`config.mk`:
```
export PLATFORM = sky130hd
export DESIGN_NAME = abstx_ctrl
export DESIGN_NICKNAME = d
export VERILOG_FILES = /design/src/rtl/abstx_pkg.sv /design/src/rtl/abstx_tmo.sv /design/src/rtl/abstx_ctrl.sv
export VERILOG_INCLUDE_DIRS = /design/src /design/src/rtl
export SDC_FILE = /design/constraint.sdc
export NUM_CORES = 1
export LEC_CHECK = 0
export BUFFER_PORTS_ARGS = -buffer_cell sky130_fd_sc_hd__buf_2
export CAP_MARGIN = 20
export CORE_ASPECT_RATIO = 0.8
export CORE_MARGIN = 2
export CORE_UTILIZATION = 45
export DETAILED_ROUTE_END_ITERATION = 12
export PLACE_DENSITY = 0.59
export SETUP_SLACK_MARGIN = 0.05
export SYNTH_ARGS = -nofsm -noshare
export SYNTH_HDL_FRONTEND = slang
export SYNTH_SLANG_ARGS = --single-unit
```
`constraint.sdc`:
```
create_clock -name pclk -period 10.21 [get_ports pclk]
set_clock_uncertainty 0.15 [all_clocks]
set_input_delay 1.021 -clock pclk [delete_from_list [all_inputs] [get_ports pclk]]
set_output_delay 1.021 -clock pclk [all_outputs]
set_load 0.005 [all_outputs]
```
`src/rtl/abstx_map.svh`:
```
`ifndef ABSTX_MAP_SVH
`define ABSTX_MAP_SVH

// ---------------------------------------------------------------
// Register offsets
// ---------------------------------------------------------------
`define ABSTX_OFF_CTRL      8'h00
`define ABSTX_OFF_STAT      8'h04
`define ABSTX_OFF_POS       8'h08
`define ABSTX_OFF_HOME      8'h0c
`define ABSTX_OFF_EVT       8'h10
`define ABSTX_OFF_MASK      8'h14

// ---------------------------------------------------------------
// Control fields
// ---------------------------------------------------------------
`define ABSTX_CTRL_DEN      0
`define ABSTX_CTRL_HMODE    1
`define ABSTX_CTRL_HSTART   2
`define ABSTX_CTRL_ARST     3
`define ABSTX_CTRL_MOVE     4
`define ABSTX_CTRL_TLIM     5
`define ABSTX_CTRL_W        6

// ---------------------------------------------------------------
// Status fields
// ---------------------------------------------------------------
`define ABSTX_ST_BUSY       0
`define ABSTX_ST_VALID      1
`define ABSTX_ST_INPOS      2
`define ABSTX_ST_ZSPD       3
`define ABSTX_ST_TLIM       4
`define ABSTX_ST_COMM       5
`define ABSTX_ST_CSUM       6
`define ABSTX_ST_ALARM      7
`define ABSTX_ST_HOMEOK     8
`define ABSTX_ST_W          9

// ---------------------------------------------------------------
// Event fields
// ---------------------------------------------------------------
`define ABSTX_EV_DONE       0
`define ABSTX_EV_COMM       1
`define ABSTX_EV_CSUM       2
`define ABSTX_EV_ALARM      3
`define ABSTX_EV_HOME       4
`define ABSTX_EV_W          5

// ---------------------------------------------------------------
// Reset values and protocol figures
// ---------------------------------------------------------------
`define ABSTX_CTRL_RST      6'h00
`define ABSTX_MASK_RST      5'h00
`define ABSTX_LAST_PAIR     5'h12
`define ABSTX_MAX_FAILS     3'h4
`define ABSTX_REV_NEEDED    2'h2

// ---------------------------------------------------------------
// Timing
// ---------------------------------------------------------------
`define ABSTX_CLK_KHZ       40000
`define ABSTX_XFER_TMO_MS   5000
`define ABSTX_REQ_TMO_MS    1000
`define ABSTX_RTS_TMO_MS    1000
`define ABSTX_CLR_PULSE_US  100
`define ABSTX_XFER_TMO_CYC  (`ABSTX_XFER_TMO_MS * `ABSTX_CLK_KHZ)
`define ABSTX_REQ_TMO_CYC   (`ABSTX_REQ_TMO_MS * `ABSTX_CLK_KHZ)
`define ABSTX_RTS_TMO_CYC   (`ABSTX_RTS_TMO_MS * `ABSTX_CLK_KHZ)
`define ABSTX_CLR_CYC       ((`ABSTX_CLR_PULSE_US * `ABSTX_CLK_KHZ) / 1000)
`endif

```
`src/rtl/abstx_pkg.sv`:
```
package abstx_pkg;
  typedef enum logic [2:0] {
    ABSTX_IDLE     = 3'b000,
    ABSTX_WAIT_RDY = 3'b001,
    ABSTX_REQ      = 3'b010,
    ABSTX_ACK      = 3'b011,
    ABSTX_CHECK    = 3'b100,
    ABSTX_RETRY    = 3'b101,
    ABSTX_DONE     = 3'b110
  } abstx_state_t;
endpackage

```
`src/rtl/abstx_tmo.sv`:
```
`timescale 1ns/1ps
// Saturating watchdog: clears while run is low, flags once limit is reached
module abstx_tmo (
  input  wire logic        pclk,
  input  wire logic        presetn,
  input  wire logic        run,
  input  wire logic [31:0] limit,
  output logic             expired
);
  logic [31:0] count_q;
  logic [31:0] count_d;

  assign count_d = (count_q == limit) ? count_q : count_q + 32'h0000_0001;
  assign expired = run && (count_q == limit);

  always_ff @(posedge pclk or negedge presetn) begin
    if (!presetn) begin
      count_q <= 32'h0000_0000;
    end else if (!run) begin
      count_q <= 32'h0000_0000;
    end else begin
      count_q <= count_d;
    end
  end
endmodule

```
`src/rtl/abstx_ctrl.sv`:
```
`timescale 1ns/1ps
`include "abstx_map.svh"
module abstx_ctrl #(
  parameter int unsigned XFER_TMO_CYC = `ABSTX_XFER_TMO_CYC,
  parameter int unsigned REQ_TMO_CYC  = `ABSTX_REQ_TMO_CYC,
  parameter int unsigned RTS_TMO_CYC  = `ABSTX_RTS_TMO_CYC
) (
  input  wire logic        pclk,
  input  wire logic        presetn,
  input  wire logic        psel,
  input  wire logic        penable,
  input  wire logic        pwrite,
  input  wire logic [7:0]  paddr,
  input  wire logic [31:0] pwdata,
  output logic      [31:0] prdata,
  output logic             pready,
  output logic             pslverr,
  output logic             irq,
  input  wire logic        positioning_done_bit0,
  input  wire logic        zero_speed_bit1,
  input  wire logic        ready_to_send,
  input  wire logic        fault_output,
  input  wire logic        forced_stop_input,
  input  wire logic        rev_tick,
  output logic             drive_enable_request,
  output logic             transfer_mode,
  output logic             data_request,
  output logic             alarm_reset,
  output logic             brake_release,
  output logic             deviation_clear,
  output logic             motion_enable,
  output logic             torque_limit_enable,
  output logic             servo_alarm,
  output logic             comm_error,
  output logic             checksum_error
);
  // ---------------------------------------------------------------
  // Helpers
  // ---------------------------------------------------------------
  function automatic logic [5:0] abstx_sum(input logic [31:0] d);
    logic [5:0] s;
    s = 6'h00;
    for (int i = 0; i < 16; i++) begin
      s = s + {4'h0, d[2*i +: 2]};
    end
    return s;
  endfunction

  function automatic logic abstx_hit(input logic [7:0] a, input logic [7:0] off);
    return a == off;
  endfunction

  // ---------------------------------------------------------------
  // State
  // ---------------------------------------------------------------
  abstx_pkg::abstx_state_t state_q;
  logic [`ABSTX_CTRL_W-1:0] ctrl_q;
  logic [31:0]              home_pos_q;
  logic [`ABSTX_EV_W-1:0]   mask_q;
  logic [`ABSTX_EV_W-1:0]   evt_q;
  logic [31:0]              pos_q;
  logic [31:0]              shift_q;
  logic [5:0]               csum_q;
  logic [4:0]               pair_q;
  logic [2:0]               fails_q;
  logic [1:0]               rev_q;
  logic [12:0]              clr_cnt_q;
  logic                     hstart_q;
  logic                     valid_q;
  logic                     inpos_q;
  logic                     zspd_q;
  logic                     tlim_q;
  logic                     den_q;
  logic                     mode_q;
  logic                     req_q;
  logic                     alarm_q;
  logic                     comm_q;
  logic                     csum_err_q;
  logic                     clr_q;
  logic                     move_q;
  logic                     tlen_q;
  logic                     brake_q;
  logic                     irq_q;
  logic                     arst_q;
  logic [31:0]              prdata_q;
  logic                     pready_q;
  logic                     pslverr_q;

  // ---------------------------------------------------------------
  // Bus decode
  // ---------------------------------------------------------------
  wire access   = psel && penable && pready_q;
  wire wr       = access && pwrite;
  wire rd       = access && !pwrite;
  wire sel_ctrl = abstx_hit(paddr, `ABSTX_OFF_CTRL);
  wire sel_stat = abstx_hit(paddr, `ABSTX_OFF_STAT);
  wire sel_pos  = abstx_hit(paddr, `ABSTX_OFF_POS);
  wire sel_home = abstx_hit(paddr, `ABSTX_OFF_HOME);
  wire sel_evt  = abstx_hit(paddr, `ABSTX_OFF_EVT);
  wire sel_mask = abstx_hit(paddr, `ABSTX_OFF_MASK);
  wire mapped   = sel_ctrl || sel_stat || sel_pos || sel_home || sel_evt || sel_mask;

  wire [`ABSTX_ST_W-1:0] stat_w = {rev_q == `ABSTX_REV_NEEDED, alarm_q, csum_err_q, comm_q,
                                    tlim_q, zspd_q, inpos_q, valid_q, mode_q};
  wire [31:0] rdata_w = sel_ctrl ? {26'h0, ctrl_q} :
                        sel_stat ? {23'h0, stat_w} :
                        sel_pos  ? pos_q :
                        sel_home ? home_pos_q :
                        sel_evt  ? {27'h0, evt_q} :
                        sel_mask ? {27'h0, mask_q} : 32'h0000_0000;

  // ---------------------------------------------------------------
  // Handshake decode
  // ---------------------------------------------------------------
  wire alarm_now  = fault_output || !forced_stop_input;
  wire den_d      = ctrl_q[`ABSTX_CTRL_DEN] && !alarm_now;
  wire start      = den_d && !den_q;
  wire t_xfer, t_req, t_rts;
  wire timeout    = t_xfer || t_req || t_rts;
  wire in_xfer    = state_q == abstx_pkg::ABSTX_WAIT_RDY || state_q == abstx_pkg::ABSTX_REQ ||
                    state_q == abstx_pkg::ABSTX_ACK;
  wire sum_ok     = abstx_sum(shift_q) == csum_q;
  wire ready_pos  = state_q == abstx_pkg::ABSTX_DONE && valid_q && !mode_q;
  wire hstart_w   = ctrl_q[`ABSTX_CTRL_HSTART];
  wire home_go    = ctrl_q[`ABSTX_CTRL_HMODE] && hstart_w && !hstart_q && ready_pos &&
                    rev_q == `ABSTX_REV_NEEDED && !move_q;
  wire clr_active = clr_cnt_q != 13'h0000;
  wire [`ABSTX_EV_W-1:0] ev_set;

  assign ev_set[`ABSTX_EV_DONE]  = state_q == abstx_pkg::ABSTX_CHECK && sum_ok;
  assign ev_set[`ABSTX_EV_COMM]  = in_xfer && timeout;
  assign ev_set[`ABSTX_EV_CSUM]  = state_q == abstx_pkg::ABSTX_CHECK && !sum_ok &&
                                   fails_q == `ABSTX_MAX_FAILS - 3'h1;
  assign ev_set[`ABSTX_EV_ALARM] = alarm_now && !alarm_q;
  assign ev_set[`ABSTX_EV_HOME]  = home_go;

  // ---------------------------------------------------------------
  // Watchdogs
  // ---------------------------------------------------------------
  abstx_tmo u_tmo_xfer (
    .pclk    (pclk),
    .presetn (presetn),
    .run     (mode_q),
    .limit   (XFER_TMO_CYC),
    .expired (t_xfer)
  );

  abstx_tmo u_tmo_req (
    .pclk    (pclk),
    .presetn (presetn),
    .run     (req_q && ready_to_send),
    .limit   (REQ_TMO_CYC),
    .expired (t_req)
  );

  abstx_tmo u_tmo_rts (
    .pclk    (pclk),
    .presetn (presetn),
    .run     (mode_q && !ready_to_send),
    .limit   (RTS_TMO_CYC),
    .expired (t_rts)
  );

  // ---------------------------------------------------------------
  // APB slave and software registers
  // ---------------------------------------------------------------
  always_ff @(posedge pclk or negedge presetn) begin
    if (!presetn) begin
      pready_q  <= 1'b0;
      prdata_q  <= 32'h0000_0000;
      pslverr_q <= 1'b0;
    end else begin
      pready_q  <= psel && penable && !pready_q;
      prdata_q  <= rdata_w;
      pslverr_q <= psel && penable && !pready_q && !mapped;
    end
  end

  always_ff @(posedge pclk or negedge presetn) begin
    if (!presetn) begin
      ctrl_q     <= `ABSTX_CTRL_RST;
      home_pos_q <= 32'h0000_0000;
      mask_q     <= `ABSTX_MASK_RST;
    end else begin
      if (wr && sel_ctrl) ctrl_q <= pwdata[`ABSTX_CTRL_W-1:0];
      if (wr && sel_home) home_pos_q <= pwdata;
      if (wr && sel_mask) mask_q <= pwdata[`ABSTX_EV_W-1:0];
    end
  end

  // Read clears only what it returned; a set beats the clear
  always_ff @(posedge pclk or negedge presetn) begin
    if (!presetn) begin
      evt_q <= 5'h00;
      irq_q <= 1'b0;
    end else begin
      evt_q <= ((rd && sel_evt) ? (evt_q & ~prdata_q[`ABSTX_EV_W-1:0]) : evt_q) | ev_set;
      irq_q <= |(evt_q & mask_q);
    end
  end

  // ---------------------------------------------------------------
  // Transfer sequencer
  // ---------------------------------------------------------------
  always_ff @(posedge pclk or negedge presetn) begin
    if (!presetn) begin
      state_q    <= abstx_pkg::ABSTX_IDLE;
      mode_q     <= 1'b0;
      req_q      <= 1'b0;
      shift_q    <= 32'h0000_0000;
      csum_q     <= 6'h00;
      pair_q     <= 5'h00;
      fails_q    <= 3'h0;
      valid_q    <= 1'b0;
      comm_q     <= 1'b0;
      csum_err_q <= 1'b0;
      pos_q      <= 32'h0000_0000;
    end else if (!den_d) begin
      // Dropping drive enable aborts and clears the link error
      state_q <= abstx_pkg::ABSTX_IDLE;
      mode_q  <= 1'b0;
      req_q   <= 1'b0;
      valid_q <= 1'b0;
      comm_q  <= 1'b0;
    end else if (in_xfer && timeout) begin
      state_q <= abstx_pkg::ABSTX_DONE;
      mode_q  <= 1'b0;
      req_q   <= 1'b0;
      comm_q  <= 1'b1;
    end else begin
      case (state_q)
        abstx_pkg::ABSTX_IDLE: begin
          if (start) begin
            state_q    <= abstx_pkg::ABSTX_WAIT_RDY;
            mode_q     <= 1'b1;
            pair_q     <= 5'h00;
            fails_q    <= 3'h0;
            csum_err_q <= 1'b0;
          end
        end
        abstx_pkg::ABSTX_WAIT_RDY: begin
          if (ready_to_send) begin
            state_q <= abstx_pkg::ABSTX_REQ;
            req_q   <= 1'b1;
          end
        end
        abstx_pkg::ABSTX_REQ: begin
          if (!ready_to_send) begin
            state_q <= abstx_pkg::ABSTX_ACK;
            req_q   <= 1'b0;
            if (pair_q < 5'h10) begin
              shift_q <= {zero_speed_bit1, positioning_done_bit0, shift_q[31:2]};
            end else begin
              csum_q <= {zero_speed_bit1, positioning_done_bit0, csum_q[5:2]};
            end
          end
        end
        abstx_pkg::ABSTX_ACK: begin
          if (ready_to_send) begin
            if (pair_q == `ABSTX_LAST_PAIR) begin
              state_q <= abstx_pkg::ABSTX_CHECK;
            end else begin
              state_q <= abstx_pkg::ABSTX_REQ;
              pair_q  <= pair_q + 5'h01;
              req_q   <= 1'b1;
            end
          end
        end
        abstx_pkg::ABSTX_CHECK: begin
          mode_q <= 1'b0;
          if (sum_ok) begin
            state_q <= abstx_pkg::ABSTX_DONE;
            pos_q   <= shift_q;
            valid_q <= 1'b1;
            fails_q <= 3'h0;
          end else if (fails_q == `ABSTX_MAX_FAILS - 3'h1) begin
            state_q    <= abstx_pkg::ABSTX_DONE;
            csum_err_q <= 1'b1;
          end else begin
            state_q <= abstx_pkg::ABSTX_RETRY;
            fails_q <= fails_q + 3'h1;
          end
        end
        abstx_pkg::ABSTX_RETRY: begin
          // Mode low for one cycle tells the amplifier to start over
          state_q <= abstx_pkg::ABSTX_WAIT_RDY;
          mode_q  <= 1'b1;
          pair_q  <= 5'h00;
        end
        abstx_pkg::ABSTX_DONE: begin
          if (home_go) begin
            pos_q <= home_pos_q;
          end
        end
        default: begin
          state_q <= abstx_pkg::ABSTX_IDLE;
          mode_q  <= 1'b0;
          req_q   <= 1'b0;
        end
      endcase
    end
  end

  // ---------------------------------------------------------------
  // Home return, interlocks and status
  // ---------------------------------------------------------------
  always_ff @(posedge pclk or negedge presetn) begin
    if (!presetn) begin
      rev_q     <= 2'h0;
      hstart_q  <= 1'b0;
      clr_cnt_q <= 13'h0000;
      clr_q     <= 1'b0;
    end else begin
      if (rev_tick && rev_q != `ABSTX_REV_NEEDED) rev_q <= rev_q + 2'h1;
      hstart_q <= hstart_w;
      if (home_go) begin
        clr_cnt_q <= 13'(`ABSTX_CLR_CYC);
      end else if (clr_active) begin
        clr_cnt_q <= clr_cnt_q - 13'h0001;
      end
      clr_q <= home_go || (clr_active && clr_cnt_q != 13'h0001);
    end
  end

  always_ff @(posedge pclk or negedge presetn) begin
    if (!presetn) begin
      den_q   <= 1'b0;
      alarm_q <= 1'b0;
      arst_q  <= 1'b0;
      move_q  <= 1'b0;
      tlen_q  <= 1'b0;
      brake_q <= 1'b0;
    end else begin
      den_q   <= den_d;
      alarm_q <= alarm_now;
      arst_q  <= ctrl_q[`ABSTX_CTRL_ARST];
      move_q  <= ctrl_q[`ABSTX_CTRL_MOVE] && ready_pos && !clr_active;
      tlen_q  <= ctrl_q[`ABSTX_CTRL_TLIM] && ready_pos;
      brake_q <= den_d && ready_pos;
    end
  end

  // Shared lines carry data while the mode is on, so status is frozen then
  always_ff @(posedge pclk or negedge presetn) begin
    if (!presetn) begin
      inpos_q <= 1'b0;
      zspd_q  <= 1'b0;
      tlim_q  <= 1'b0;
    end else if (!mode_q) begin
      inpos_q <= positioning_done_bit0;
      zspd_q  <= zero_speed_bit1;
      tlim_q  <= ready_to_send;
    end
  end

  // ---------------------------------------------------------------
  // Outputs
  // ---------------------------------------------------------------
  assign prdata               = prdata_q;
  assign pready               = pready_q;
  assign pslverr              = pslverr_q;
  assign irq                  = irq_q;
  assign drive_enable_request = den_q;
  assign transfer_mode        = mode_q;
  assign data_request         = req_q;
  assign alarm_reset          = arst_q;
  assign brake_release        = brake_q;
  assign deviation_clear      = clr_q;
  assign motion_enable        = move_q;
  assign torque_limit_enable  = tlen_q;
  assign servo_alarm          = alarm_q;
  assign comm_error           = comm_q;
  assign checksum_error       = csum_err_q;
endmodule

```
==> results.txt, run 1 <==
The share of the cycle needed by the critical path after routing came out at between 50 and 60%. Setup repair after global routing left no endpoint under its margin. A synthesized cell averages about 11 sq um. In this run the core area contains 58 standard-cell rows.

The internal power of the cells totals ~1.9 mW. After detailed placement, the total cell area comes to 15300 sq um. The total count of max-transition violations in the final report is 0.

The post-synthesis register bit count is a little under 300. The standard cell with the maximum stage delay on the critical path is fa_1. The initial standard-cell utilization of the core came out at approximately 46%. The normalized max-slew margin came out at 26.0%. The post-CTS setup buffer count is 0. The shortest period the worst path allows came out at just over 6 ns. TritonCTS built the clock tree. Measured along the x axis, the die boundary spans approximately 200 microns. The number of distinct standard cells referenced by the synthesized netlist is 75. The total congestion overflow after global routing is 0.

The clock share of power came out at about half. The part of the total power dissipated in sequential elements is a little under half. The post-layout instance area came out at about 16000 sq um. The net switching power is just over 0.5 mW. The run finished with clean final reports.

The total number of vias is roughly 9500. Summing every instance area after synthesis gives between 10000 and 15000 sq um. In the final design database the tool counted roughly 1400 nets.

The post-synthesis net count came out at between 1000 and 1500. The largest stage delay on the critical path is roughly 0.55 ns. The critical path contains buffers and inverters numbering 3 combined. STA classifies the critical path startpoint as a flip-flop. The worst-margin pin slew is about 1.1 ns. The startpoint identified for the worst register-to-register timing path is shift_q[1]$_DFFE_PN0P_. The switching part of the total is roughly a fifth. After floorplanning, the core was sized to cover 31500 sq um. The post-detailed-route DRC marker count came out at 0. Among cell families on the critical path, the largest total delay comes from adder cells. The post-synthesis async set-or-reset flop share came out at 100%.

In the final routed layout, each cell accounts on average for about 17 microns. In this run the remaining antenna-violating nets after routing total 0. The most used flip-flop cell after synthesis is dfrtp_1.

The ratio of total power to cell area came out at around 150 nW/um^2. The sum of net half-perimeters after detailed placement came out at just over 20 mm. The critical path crosses 16 cells after its start point. The critical path starts at shift_q[1]$_DFFE_PN0P_. The tightest min-delay check is of the flip-flop to flip-flop type. The commonest non-fill, non-tap cell in the layout is dfrtp_1.

The count of port buffers added during placement came out at 96. In this run the count of I/O pins placed on the die edge is a little under 100. The combined global-route utilization of all metal layers came out at 19.2%.

The cell occurring most often along the worst timing path is fa_1. The number of search-and-repair iterations in the first detailed-routing pass is 5. The final setup TNS came out at 0 ns. The proportion of netlist area held by the largest area contributor is around 51%.

The share of total power dissipated in combinational logic is roughly 2.5%. The number of maximum-capacitance constraint violations is 0. The worst-case vdd ir drop came out at ~0.11 mV. The layout overhead on the synthesized area is 13.7%. The first global-routing pass estimated between 50 and 60 mm of wire. The highest clock frequency the design can meet is approximately 170 MHz. In the post-synthesis netlist, the biggest area contributors are dfrtp_1 (51%), mux2_2 (7.3%), mux2_1 (4.0%), fa_1 (3.6%), xnor2_1 (3.0%). The destination of the critical timing path is pos_q[26]$_DFFE_PN0P_. Counting along the longest clock path gives a buffer depth of 3. In this run the register-to-register setup slack is around 4.2 ns.

The die outline area came out at 33500 sq um. Cells fill around 52% of the core in the end. The maximum number of pins on one net before global-route repair is 183. The Yosys warning count is 0. The library cell used as clock root buffer is clkbuf_16.

Clock latency on the worst-skew pair, taken at its later pin, is a little under 0.6 ns. The vertical die dimension is 164 microns. Leaving out fill and tap cells, the most frequent cells in the layout are dfrtp_1 (291), nor2_1 (95), buf_2 (95).

The final count of hold timing violations came out at 0. The worst register-to-register path has a depth of 16. Hold is met by about 0.28 ns. For this design the static power due to leakage is a little under 8 nW. By startpoint and endpoint, the worst setup path is classified as flip-flop to flip-flop. The via count of the first global-routing pass came out at between 9000 and 10000. The number of antenna violations at the first check in global routing is 0. In this run, the number of DRC markers left after iteration 0 of detailed routing was 629. The register clock-pin slew on the reported worst setup and hold paths is around 0.060 ns. The number of enable flip-flop cells after synthesis is 0. The cts-stage hold buffer count is 0. The data arrival time at the worst-slack endpoint came out at between 6 and 7 ns. Sequential cells were found to cover between 50% and 60% of the synthesized design area.

The final routed wirelength across all metal layers came out at 30.6 mm. The share of cells above drive strength 1 is between 10% and 20%. The routed via count divided by cell count is ~5.3. The final weighted congestion of routability-driven global placement is between 0.7 and 0.8. The worst-path maximum fanout came out at 32. The category of the worst setup path capture point is a flip-flop. The count of inserted antenna diode cells is 0. The number of buffers created by CTS is 31. The deepest level of the CTS H-tree is 1.

The number of standard cells after synthesis is between 1000 and 1500. Traced cell by cell, the critical path runs through fa_1 > inv_1 > fa_1 > fa_1 > fa_1 > inv_1 > fa_1 > ha_1 > fa_1 > xnor3_1 > nand4_1 > nor3_1 > and3_1 > o21a_1 > buf_4 > mux2_2. The count of final setup violators is 0. The sink count of the clock tree came out at 291. The required time of the critical path came out at roughly 11 ns. The reg-to-reg critical path endpoint is pos_q[26]$_DFFE_PN0P_. Of all cell types, the one taking the most synthesized area is dfrtp_1. The number of gates resized after CTS was 0.
-- stage by stage --
step,setup slack (ns),total power [mW],instances
finish,4.17,2.43,1793
detailed placement,4.16,1.25,1736
global placement,4.27,1.25,1736
floorplan,4.64,1.20,1262
CTS,4.09,2.47,1792
global route,3.85,2.52,1793
-- power by group through the flow --
stage / Sequential [mW] / Combinational (mW) / Clock, mW
after detailed placement: 1.18 / 0.0636 / 0
after global routing: 1.16 / 0.0711 / 1.29
after CTS: 1.16 / 0.0639 / 1.24
final: 1.16 / 0.0609 / 1.20
after global placement: 1.18 / 0.0630 / 0
after floorplan: 1.18 / 0.0206 / 0
-- sequential cells by signal, indices dropped and copies added (netlist names), 13 cells and up --
| signal | flops |
|---|---|
| pos_q | 32 |
| home_pos_q | 32 |
| clr_cnt_q | 13 |
| prdata | 32 |
| u_tmo_xfer.count_q | 32 |
| shift_q | 32 |
| u_tmo_rts.count_q | 32 |
| u_tmo_req.count_q | 32 |
-- synthesized netlist by cell type, drive strengths merged (5+ instances only) --
master / number
or3: 16
xnor2: 50
or4: 6
ha: 21
o32a: 5
nand4: 25
nand2b: 10
nand3: 40
a21o: 6
clkbuf: 37
and2: 32
dfrtp: 291
fa: 26
a22o: 24
and4: 12
nor2b: 9
o21ai: 28
nand2: 77
nor4b: 10
mux2i: 11
a21oi: 34
mux2: 151
nor4: 17
buf: 13
xor2: 43
inv: 65
and3: 19
nor3: 30
nor2: 97
-- per-layer routing --
metal	GRT usage [%]	vias up	wire length [microns]
met4	3.43	0	488
met5	0	-	0
met2	27.4	156	12700
li1	-	4597	-
met1	30.8	4745	16200
met3	3.15	35	1230
-- cell type report --
class,count,area [sq um]
multi-input cells,855,6650
clock buffers,46,952
fillers,2839,15100
repair buffers,105,576
well taps,420,526
clock inverters,10,156
flip-flops and latches,291,7280
inverters,66,248
-- worst reg2reg max path: cells and delay by family (launching register included) --
kind,cells,cell delay (ns)
xor gates and xnor gates,1,0.31
AOI/OAI and AO/OA,1,0.14
adders and majority gates,7,3.27
buffers and inverters,3,0.52
and+or+nand+nor,3,0.73
muxes,1,0.40
DFF,1,0.41
-- how the worst min path moves through the flow --
stage,end,start,slack [ns],depth (start not counted)
2_1_floorplan,alarm_reset$_DFF_PN0_,ctrl_q[3]$_DFFE_PN0P_,0.22,0
3_3_place_gp,alarm_reset$_DFF_PN0_,ctrl_q[3]$_DFFE_PN0P_,0.25,0
3_5_place_dp,alarm_reset$_DFF_PN0_,ctrl_q[3]$_DFFE_PN0P_,0.23,0
4_1_cts,alarm_reset$_DFF_PN0_,ctrl_q[3]$_DFFE_PN0P_,0.28,0
5_1_grt,alarm_reset$_DFF_PN0_,ctrl_q[3]$_DFFE_PN0P_,0.30,0
6_report,alarm_reset$_DFF_PN0_,ctrl_q[3]$_DFFE_PN0P_,0.28,0
-- kinds of logic (layout without fill, tap and decap cells) --
group                      after synthesis  in the layout  share of synthesized area (%)
and+or+nand+nor                        419            419                           15.7
DFF                                    291            291                           50.5
muxes                                  163            163                           12.9
AOI/OAI and AO/OA                      132            132                           6.25
buffers and inverters                  116            227                           3.33
xor gates and xnor gates                94             94                           5.81
adders and majority gates               47             47                           5.44
(Power assumes the default switching activity.)
==> run 2, diff against run 1 <==
--- a/config.mk
+++ b/config.mk
@@ -12,7 +12,7 @@
 export CORE_MARGIN = 2
 export CORE_UTILIZATION = 45
 export DETAILED_ROUTE_END_ITERATION = 12
-export PLACE_DENSITY = 0.59
+export PLACE_DENSITY = 0.62
 export SETUP_SLACK_MARGIN = 0.05
 export SYNTH_ARGS = -nofsm -noshare
 export SYNTH_HDL_FRONTEND = slang
==> constraint.sdc (replaced) <==
create_clock -name pclk -period 4.9 [get_ports pclk]
set_clock_uncertainty 0.15 [all_clocks]
set_input_delay 0.49 -clock pclk [delete_from_list [all_inputs] [get_ports pclk]]
set_output_delay 0.49 -clock pclk [all_outputs]
set_load 0.005 [all_outputs]
==> run 2 against run 1 <==
Compared with the run above:
- largest cell class unchanged
- sequential power rose by 110%
- hold slack got worse by 0.24 ns
- the flow now finishes with violations (negative setup slack)
- critical endpoint is now pos_q[11]$_DFFE_PN0P_
- sequential share of layout area fell by 1.8 points
- cell count rose by 3.7%
- maximum frequency rose by 15%
- combinational power rose by 150%
- wire length fell by 1.3%
- register-to-register slack got worse by 4.5 ns
- global-route usage fell by 0.45 points
- critical path depth did not move
- via count rose by 3.0%
==> results.txt, run 2 (synthesis results as in run 1) <==
Result of the run: finished, violations left (was finished, final reports clean). The final reports fail on negative setup slack. The maximum number of pins on one net before global-route repair is 125 (was 183). The launching instance or port of the critical path is shift_q[1]$_DFFE_PN0P_ (unchanged). The startpoint kind of the worst setup timing path is a flip-flop (unchanged).

The register clock-pin slew on the reported worst setup and hold paths is 0.06 ns (about the same). The number of top-level design ports came out at 97 (unchanged). The commonest non-fill, non-tap cell in the layout is dfrtp_1 (unchanged). The total congestion overflow after global routing came out at 0 (unchanged). The combined global-route utilization of all metal layers was 18.7% (was 19.2%). The category of the worst setup path capture point is a flip-flop (unchanged).

The count of final setup violators is 33 (was 0). The vertical die dimension came to 164 microns (unchanged). The total count of max-transition violations in the final report is 0 (unchanged). The utilization after layout came out at 54.2% (was 52.0%). Cells traversed along the worst timing path: fa_1 > inv_2 > fa_1 > fa_1 > fa_1 > inv_1 > fa_1 > ha_2 > fa_2 > xnor2_1 > nand4_1 > nor3_2 > and3_4 > o21a_4 > buf_12 > mux2_2 (was fa_1 > inv_1 > fa_1 > fa_1 > fa_1 > inv_1 > fa_1 > ha_1 > fa_1 > xnor3_1 > nand4_1 > nor3_1 > and3_1 > o21a_1 > buf_4 > mux2_2). The number of routed nets with antenna violations came to 0 (unchanged). The source of the worst register-to-register timing path is shift_q[1]$_DFFE_PN0P_ (unchanged). The final weighted congestion of routability-driven global placement came out at 0.788 (was 0.793). The cell occurring most often along the worst timing path is fa_1 (unchanged). The area inside the core boundary is 31500 sq um (unchanged). The count of inserted antenna diode cells came out at 0 (unchanged). The share of cells above drive strength 1 came out at 22.2% (was 19.7%). The number of antenna violations at the first check in global routing is 1 (was 0). The tightest hold margin is 0.0381 ns (was 0.282 ns). The initial DRC count came out at 678 (was 629). The required time of the critical path came out at 5.21 ns (was 10.50 ns). The worst reg-to-reg setup slack came to -0.35 ns (was 4.17 ns).

The library cell used as clock root buffer was clkbuf_16 (unchanged). The final count of hold timing violations is 0 (unchanged). The sum of net half-perimeters after detailed placement came out at 20.5 mm (was 20.6 mm).

The later-pin clock latency in the skew report is 0.58 ns (about the same). The type of the most critical hold path is input port to flip-flop (was flip-flop to flip-flop). The critical setup path kind is flip-flop to flip-flop (unchanged).

The sink count of the clock tree is 291 (unchanged). The number of search-and-repair iterations in the first detailed-routing pass came out at 5 (unchanged). The maximum clock path buffer count is 3 (unchanged). The wire length on met1 is 15.3 mm (was 16.2 mm). The worst-path maximum fanout came out at 19 (was 32). The static leakage came to 8.05 nW (was 7.77 nW). The amount of wire on met2 after detailed routing is 13.3 mm (was 12.7 mm). The post-detailed-route DRC marker count came out at 0 (unchanged). The via count of the first global-routing pass is 9874 (was 9713). The depth of the critical timing path with buffers and inverters included is 16 (unchanged). The total number of vias came out at 9823 (was 9533). The met3 routed wirelength is 1.14 mm (was 1.23 mm). The top layer used by detailed routing is met4 (unchanged). The worst-margin pin slew is 1.04 ns (was 1.11 ns). The placement row count came out at 58 (unchanged). The destination of the critical timing path was pos_q[11]$_DFFE_PN0P_ (was pos_q[26]$_DFFE_PN0P_). The shortest period the worst path allows came out at 5.25 ns (was 6.04 ns).

The worst path setup slack after routing came out at -0.346 ns (was 4.17 ns). The share of the cycle needed by the critical path after routing came out at 107% (was 59.2%). The final routed wirelength across all metal layers was 30.2 mm (was 30.6 mm). The worst-case vdd ir drop was 0.257 mV (was 0.113 mV).

The average detailed-routed wire length per instance came out at 16.2 microns (was 17.1 microns). The number of buffers and inverters on the critical path is 3 (unchanged). The die outline area was 33500 sq um (unchanged). The reg-to-reg critical path endpoint is pos_q[11]$_DFFE_PN0P_ (was pos_q[26]$_DFFE_PN0P_).

The number of maximum-capacitance constraint violations is 0 (unchanged). The number of buffers created by CTS came out at 31 (unchanged). The data arrival time at the worst-slack endpoint came out at 5.56 ns (was 6.33 ns). The ratio of total power to cell area came out at 292 nW/um^2 (was 148 nW/um^2).

Highest-count cells in the layout ignoring fill and taps: dfrtp_1 (291), nor2_1 (95), buf_2 (95) (unchanged). The CTS tree is done (unchanged). The highest clock frequency the design can meet came out at 191 MHz (was 166 MHz). Unrepaired setup endpoints after global routing: yes (was no). The net total in the final layout is 1513 (was 1448). The die extent in x is 204 microns (unchanged). The normalized max-slew margin is 30.1% (was 26.0%). The standard cell with the maximum stage delay on the critical path was fa_1 (unchanged). The logic depth of the worst register-to-register path came to 16 (unchanged).

The first-pass GRT wire length is 51.2 mm (was 52.0 mm). The count of port buffers added during placement is 96 (unchanged). The largest stage delay on the critical path is 0.56 ns (was 0.55 ns). The deepest level of the CTS H-tree was 1 (unchanged). The layout overhead on the synthesized area is 18.5% (was 13.7%). The routed via count divided by cell count came to 5.28 (was 5.32). The initial standard-cell utilization of the core is 45.7% (unchanged). The gate family responsible for the most delay along the worst path is adder cells (unchanged).
run 2: cell count changes in the layout (fill, tap and decap cells not counted), sizes merged:
| cell | change |
|---|---|
| clkinvlp | +1 |
| dlymetal6s2s | -1 |
| buf | +33 |
| clkbuf | +1 |
| bufinv | -1 |
| clkinv | +1 |
| dlygate4sd3 | +33 |
run 2: routing by layer:
layer / global-route usage (%) / vias to the layer above
met5: 0 / -
met4: 3.89 / 0
met1: 28.4 / 4915
met3: 3.29 / 31
li1: - / 4722
met2: 28.2 / 155
run 2: worst min-delay path by stage:
stage | from | endpoint | cells after the start
after global placement | ctrl_q[3]$_DFFE_PN0P_ | alarm_reset$_DFF_PN0_ | 0
after CTS | pwdata[0] | ctrl_q[0]$_DFFE_PN0P_ | 2
after floorplan | presetn | alarm_reset$_DFF_PN0_ | 0
after global routing | pwdata[1] | ctrl_q[1]$_DFFE_PN0P_ | 2
final | pwdata[1] | ctrl_q[1]$_DFFE_PN0P_ | 2
after detailed placement | ctrl_q[3]$_DFFE_PN0P_ | alarm_reset$_DFF_PN0_ | 0
run 2: where the power goes:
group          internal, mW  switching (mW)  leakage, nW
sequential             2.42         0.00865         4.02
clock                  1.45           0.971        0.521
combinational        0.0590          0.0916         3.51
total                  3.92            1.07         8.05
run 2: worst register-to-register path, delay by kind of cell (launching register included):
family,cells,cell delay (ns)
muxes,1,0.36
xor gates and xnor gates,1,0.12
DFF,1,0.40
AOI/OAI and AO/OA,1,0.15
adders and majority gates,7,3.22
and+or+nand+nor,3,0.48
buffers and inverters,3,0.26
run 2: area by class of cell:
| cell class | instances | area [sq um] |
|---|---|---|
| multi-input cells | 855 | 6790 |
| repair buffers | 170 | 1170 |
| well taps | 420 | 526 |
| flip-flops and latches | 291 | 7280 |
| clock inverters | 11 | 150 |
| fillers | 2727 | 14400 |
| clock buffers | 47 | 916 |
| inverters | 66 | 248 |
run 2: stage by stage:
stage | std cells | total power [mW] | setup TNS (ns) | cell area [sq um] | setup slack, ns
after floorplan | 1262 | 2.51 | -7.10 | 14400 | -0.232
after global placement | 1770 | 2.60 | -10.22 | 15600 | -0.320
after detailed placement | 1770 | 2.60 | -12.86 | 15600 | -0.402
after CTS | 1860 | 5.06 | -12.05 | 17000 | -0.397
after global routing | 1860 | 5.19 | -17.15 | 17100 | -0.522
final | 1860 | 4.99 | -10.47 | 17100 | -0.346
run 2: what timing repair did:
action	in CTS	in global routing
hold buffers	33	0
pin swaps	7	8
setup buffers	2	1
endpoints found under the setup margin	38	41
resized for setup	20	11
endpoints found under the hold margin	153	0
==> run 3, diff against run 2 <==
--- a/config.mk
+++ b/config.mk
@@ -13,7 +13,6 @@
 export CORE_UTILIZATION = 45
 export DETAILED_ROUTE_END_ITERATION = 12
 export PLACE_DENSITY = 0.62
-export SETUP_SLACK_MARGIN = 0.05
 export SYNTH_ARGS = -nofsm -noshare
 export SYNTH_HDL_FRONTEND = slang
 export SYNTH_SLANG_ARGS = --single-unit
==> run 3 against run 2 <==
Compared with the run above:
- highest routed layer unchanged
- the run still ends with negative setup slack left
- register-to-register slack is essentially flat
- via count shrank 0.24%
- core utilization is the same
- maximum frequency is essentially flat
- design area is the same
- critical path depth is the same
- largest power group unchanged
- worst setup slack is essentially flat
- non-clock buffer count is the same
- clock power is essentially flat
==> results.txt, run 3 (synthesis results as in run 1) <==
The shortest period the worst path allows came out at 5.25 ns (about the same). The final cell count without fillers came out at 1860 (unchanged). The share of cells above drive strength 1 came out at 22.2% (unchanged). The deepest level of the CTS H-tree came to 1 (unchanged). The die extent in x is 204 microns (unchanged). The first-pass GRT wire length is 51.2 mm (unchanged). The routing layer with the top usage in global route is met1 (unchanged). The total count of max-transition violations in the final report is 0 (unchanged). The highest clock frequency the design can meet was 191 MHz (about the same). Highest-count cells in the layout ignoring fill and taps: dfrtp_1 (291), nor2_1 (95), buf_2 (95) (unchanged). The via count of the first global-routing pass came out at 9870 (was 9874).

The global routing usage on met1 came to 28.5% (was 28.4%). The number of cells in the design after placement came to 1770 (unchanged). The average detailed-routed wire length per instance is 16.3 microns (was 16.2 microns). The required time of the critical path is 5.21 ns (about the same). The data arrival time at the worst-slack endpoint was 5.56 ns (about the same).

The number of routed nets with antenna violations was 0 (unchanged). The filler cell count came to 2727 (unchanged). The category of the worst setup path capture point was a flip-flop (unchanged). The final weighted congestion of routability-driven global placement came out at 0.788 (unchanged). The sum of net half-perimeters after detailed placement is 20.5 mm (unchanged). The met2 global-route usage came out at 28.2% (about the same). The met3 usage was 3.25% (was 3.29%). The worst reg-to-reg setup slack is -0.35 ns (about the same).

Violations in the final reports: negative setup slack (unchanged). The launching instance or port of the critical path was shift_q[1]$_DFFE_PN0P_ (unchanged). Result of the run: finished, violations left (unchanged). The maximum clock path buffer count is 3 (unchanged).

The CTS tree was done (unchanged). The routed via count divided by cell count came out at 5.27 (was 5.28). The final count of hold timing violations came to 0 (unchanged). The logic depth of the worst register-to-register path is 16 (unchanged). The startpoint kind of the worst setup timing path is a flip-flop (unchanged). The final routed wirelength across all metal layers came out at 30.3 mm (was 30.2 mm).

The worst min-delay path startpoint was pwdata[1] (unchanged). The source of the worst register-to-register timing path is shift_q[1]$_DFFE_PN0P_ (unchanged). The die outline area is 33500 sq um (unchanged). The layout overhead on the synthesized area came out at 18.5% (unchanged). The register clock-pin slew on the reported worst setup and hold paths came out at 0.06 ns (about the same). The count of inserted antenna diode cells came out at 0 (unchanged).

The later-pin clock latency in the skew report is 0.58 ns (about the same). The static leakage is 8.05 nW (about the same). The number of search-and-repair iterations in the first detailed-routing pass came out at 7 (was 5).

The area inside the core boundary is 31500 sq um (unchanged). The cell area after placement is 15600 sq um (unchanged). The worst-margin pin slew came out at 1.01 ns (was 1.04 ns). The ratio of total power to cell area is 292 nW/um^2 (about the same). The number of cells on the worst hold path came to 2 (unchanged). The initial standard-cell utilization of the core was 45.7% (unchanged). The number of maximum-capacitance constraint violations was 0 (unchanged).

The number of buffers created by CTS was 31 (unchanged). The combined global-route utilization of all metal layers is 18.7% (about the same). The number of antenna violations at the first check in global routing was 1 (unchanged). The placement row count is 58 (unchanged). The maximum number of pins on one net before global-route repair is 125 (unchanged). The count of final setup violators is 34 (was 33). The reg-to-reg critical path endpoint is pos_q[11]$_DFFE_PN0P_ (unchanged). The library cell used as clock root buffer is clkbuf_16 (unchanged).

The net total in the final layout came out at 1513 (unchanged). The initial DRC count is 663 (was 678). The total congestion overflow after global routing came out at 0 (unchanged). The post-layout instance area came to 17100 sq um (unchanged). Unrepaired setup endpoints after global routing: yes (unchanged).

The normalized max-slew margin came out at 32.0% (was 30.1%). The total number of vias is 9799 (was 9823). The vertical die dimension came out at 164 microns (unchanged).

The commonest non-fill, non-tap cell in the layout is dfrtp_1 (unchanged). The worst-path maximum fanout came out at 19 (unchanged). The share of the cycle needed by the critical path after routing was 107% (about the same). The worst-case vdd ir drop is 0.257 mV (about the same).

The worst path setup slack after routing is -0.346 ns (about the same). The type of the most critical hold path is input port to flip-flop (unchanged). The post-detailed-route DRC marker count is 0 (unchanged). The number of top-level design ports came out at 97 (unchanged).

The count of port buffers added during placement came to 96 (unchanged). The critical setup path kind is flip-flop to flip-flop (unchanged). The capture endpoint of the worst hold path is ctrl_q[1]$_DFFE_PN0P_ (unchanged). The sink count of the clock tree came out at 291 (unchanged).
[run 3: cell counts in the layout (fill, tap and decap cells not counted)]
No cell type changed its count.
[run 3: power by group]
group / internal (mW) / switching, mW
clock: 1.45 / 0.972
combinational: 0.0588 / 0.0903
sequential: 2.42 / 0.00879
total: 3.92 / 1.07
[run 3: worst max-delay path by stage]
stage / to / slack [ns] / cells after the start
after global placement: pos_q[17]$_DFFE_PN0P_ / -0.32 / 16
after CTS: pos_q[4]$_DFFE_PN0P_ / -0.40 / 16
after floorplan: pos_q[10]$_DFFE_PN0P_ / -0.23 / 16
after global routing: pos_q[6]$_DFFE_PN0P_ / -0.52 / 16
final: pos_q[11]$_DFFE_PN0P_ / -0.35 / 16
after detailed placement: pos_q[15]$_DFFE_PN0P_ / -0.40 / 16
[run 3: final cells by class]
cell class	instances	area (sq um)	area share, %
multi-input cells	855	6790	39.8
clock buffers	47	916	5.36
flip-flops and latches	291	7280	42.6
clock inverters	11	150	0.879
inverters	66	248	1.45
well taps	420	526	3.08
repair buffers	170	1170	6.83
[run 3: timing repair]
item	CTS	global route
pin swaps	4	10
setup buffers	1	1
endpoints found under the setup margin	38	40
endpoints found under the hold margin	153	0
gates resized for setup	19	12
hold buffers	33	0
[run 3: through the flow]
stage               utilization, %  worst slack (ns)  setup TNS, ns  total power [mW]  hold WS, ns
global route                  54.2            -0.522         -17.10              5.19       0.0164
CTS                           54.1            -0.397         -12.05              5.06       0.0101
floorplan                        -            -0.232          -7.10              2.51       0.0444
global placement              49.4            -0.320         -10.22              2.60        0.275
detailed placement            49.4            -0.402         -12.86              2.60        0.260
finish                        54.2            -0.346         -10.47              4.99       0.0332
[run 3: worst max-delay path: stages, from the launching register on]
cell	delay, ns
dfrtp_1	0.40
fa_1	0.56
inv_2	0.04
fa_1	0.54
fa_1	0.44
fa_1	0.51
inv_1	0.05
fa_1	0.44
ha_2	0.20
fa_2	0.53
xnor2_1	0.12
nand4_1	0.11
nor3_2	0.15
and3_4	0.22
o21a_4	0.15
buf_12	0.17
mux2_2	0.35
[run 3: per-layer routing]
metal	vias to the layer above	routed length, microns
met5	-	0
met4	0	467
met3	32	1160
met2	155	13300
met1	4892	15300
li1	4720	-
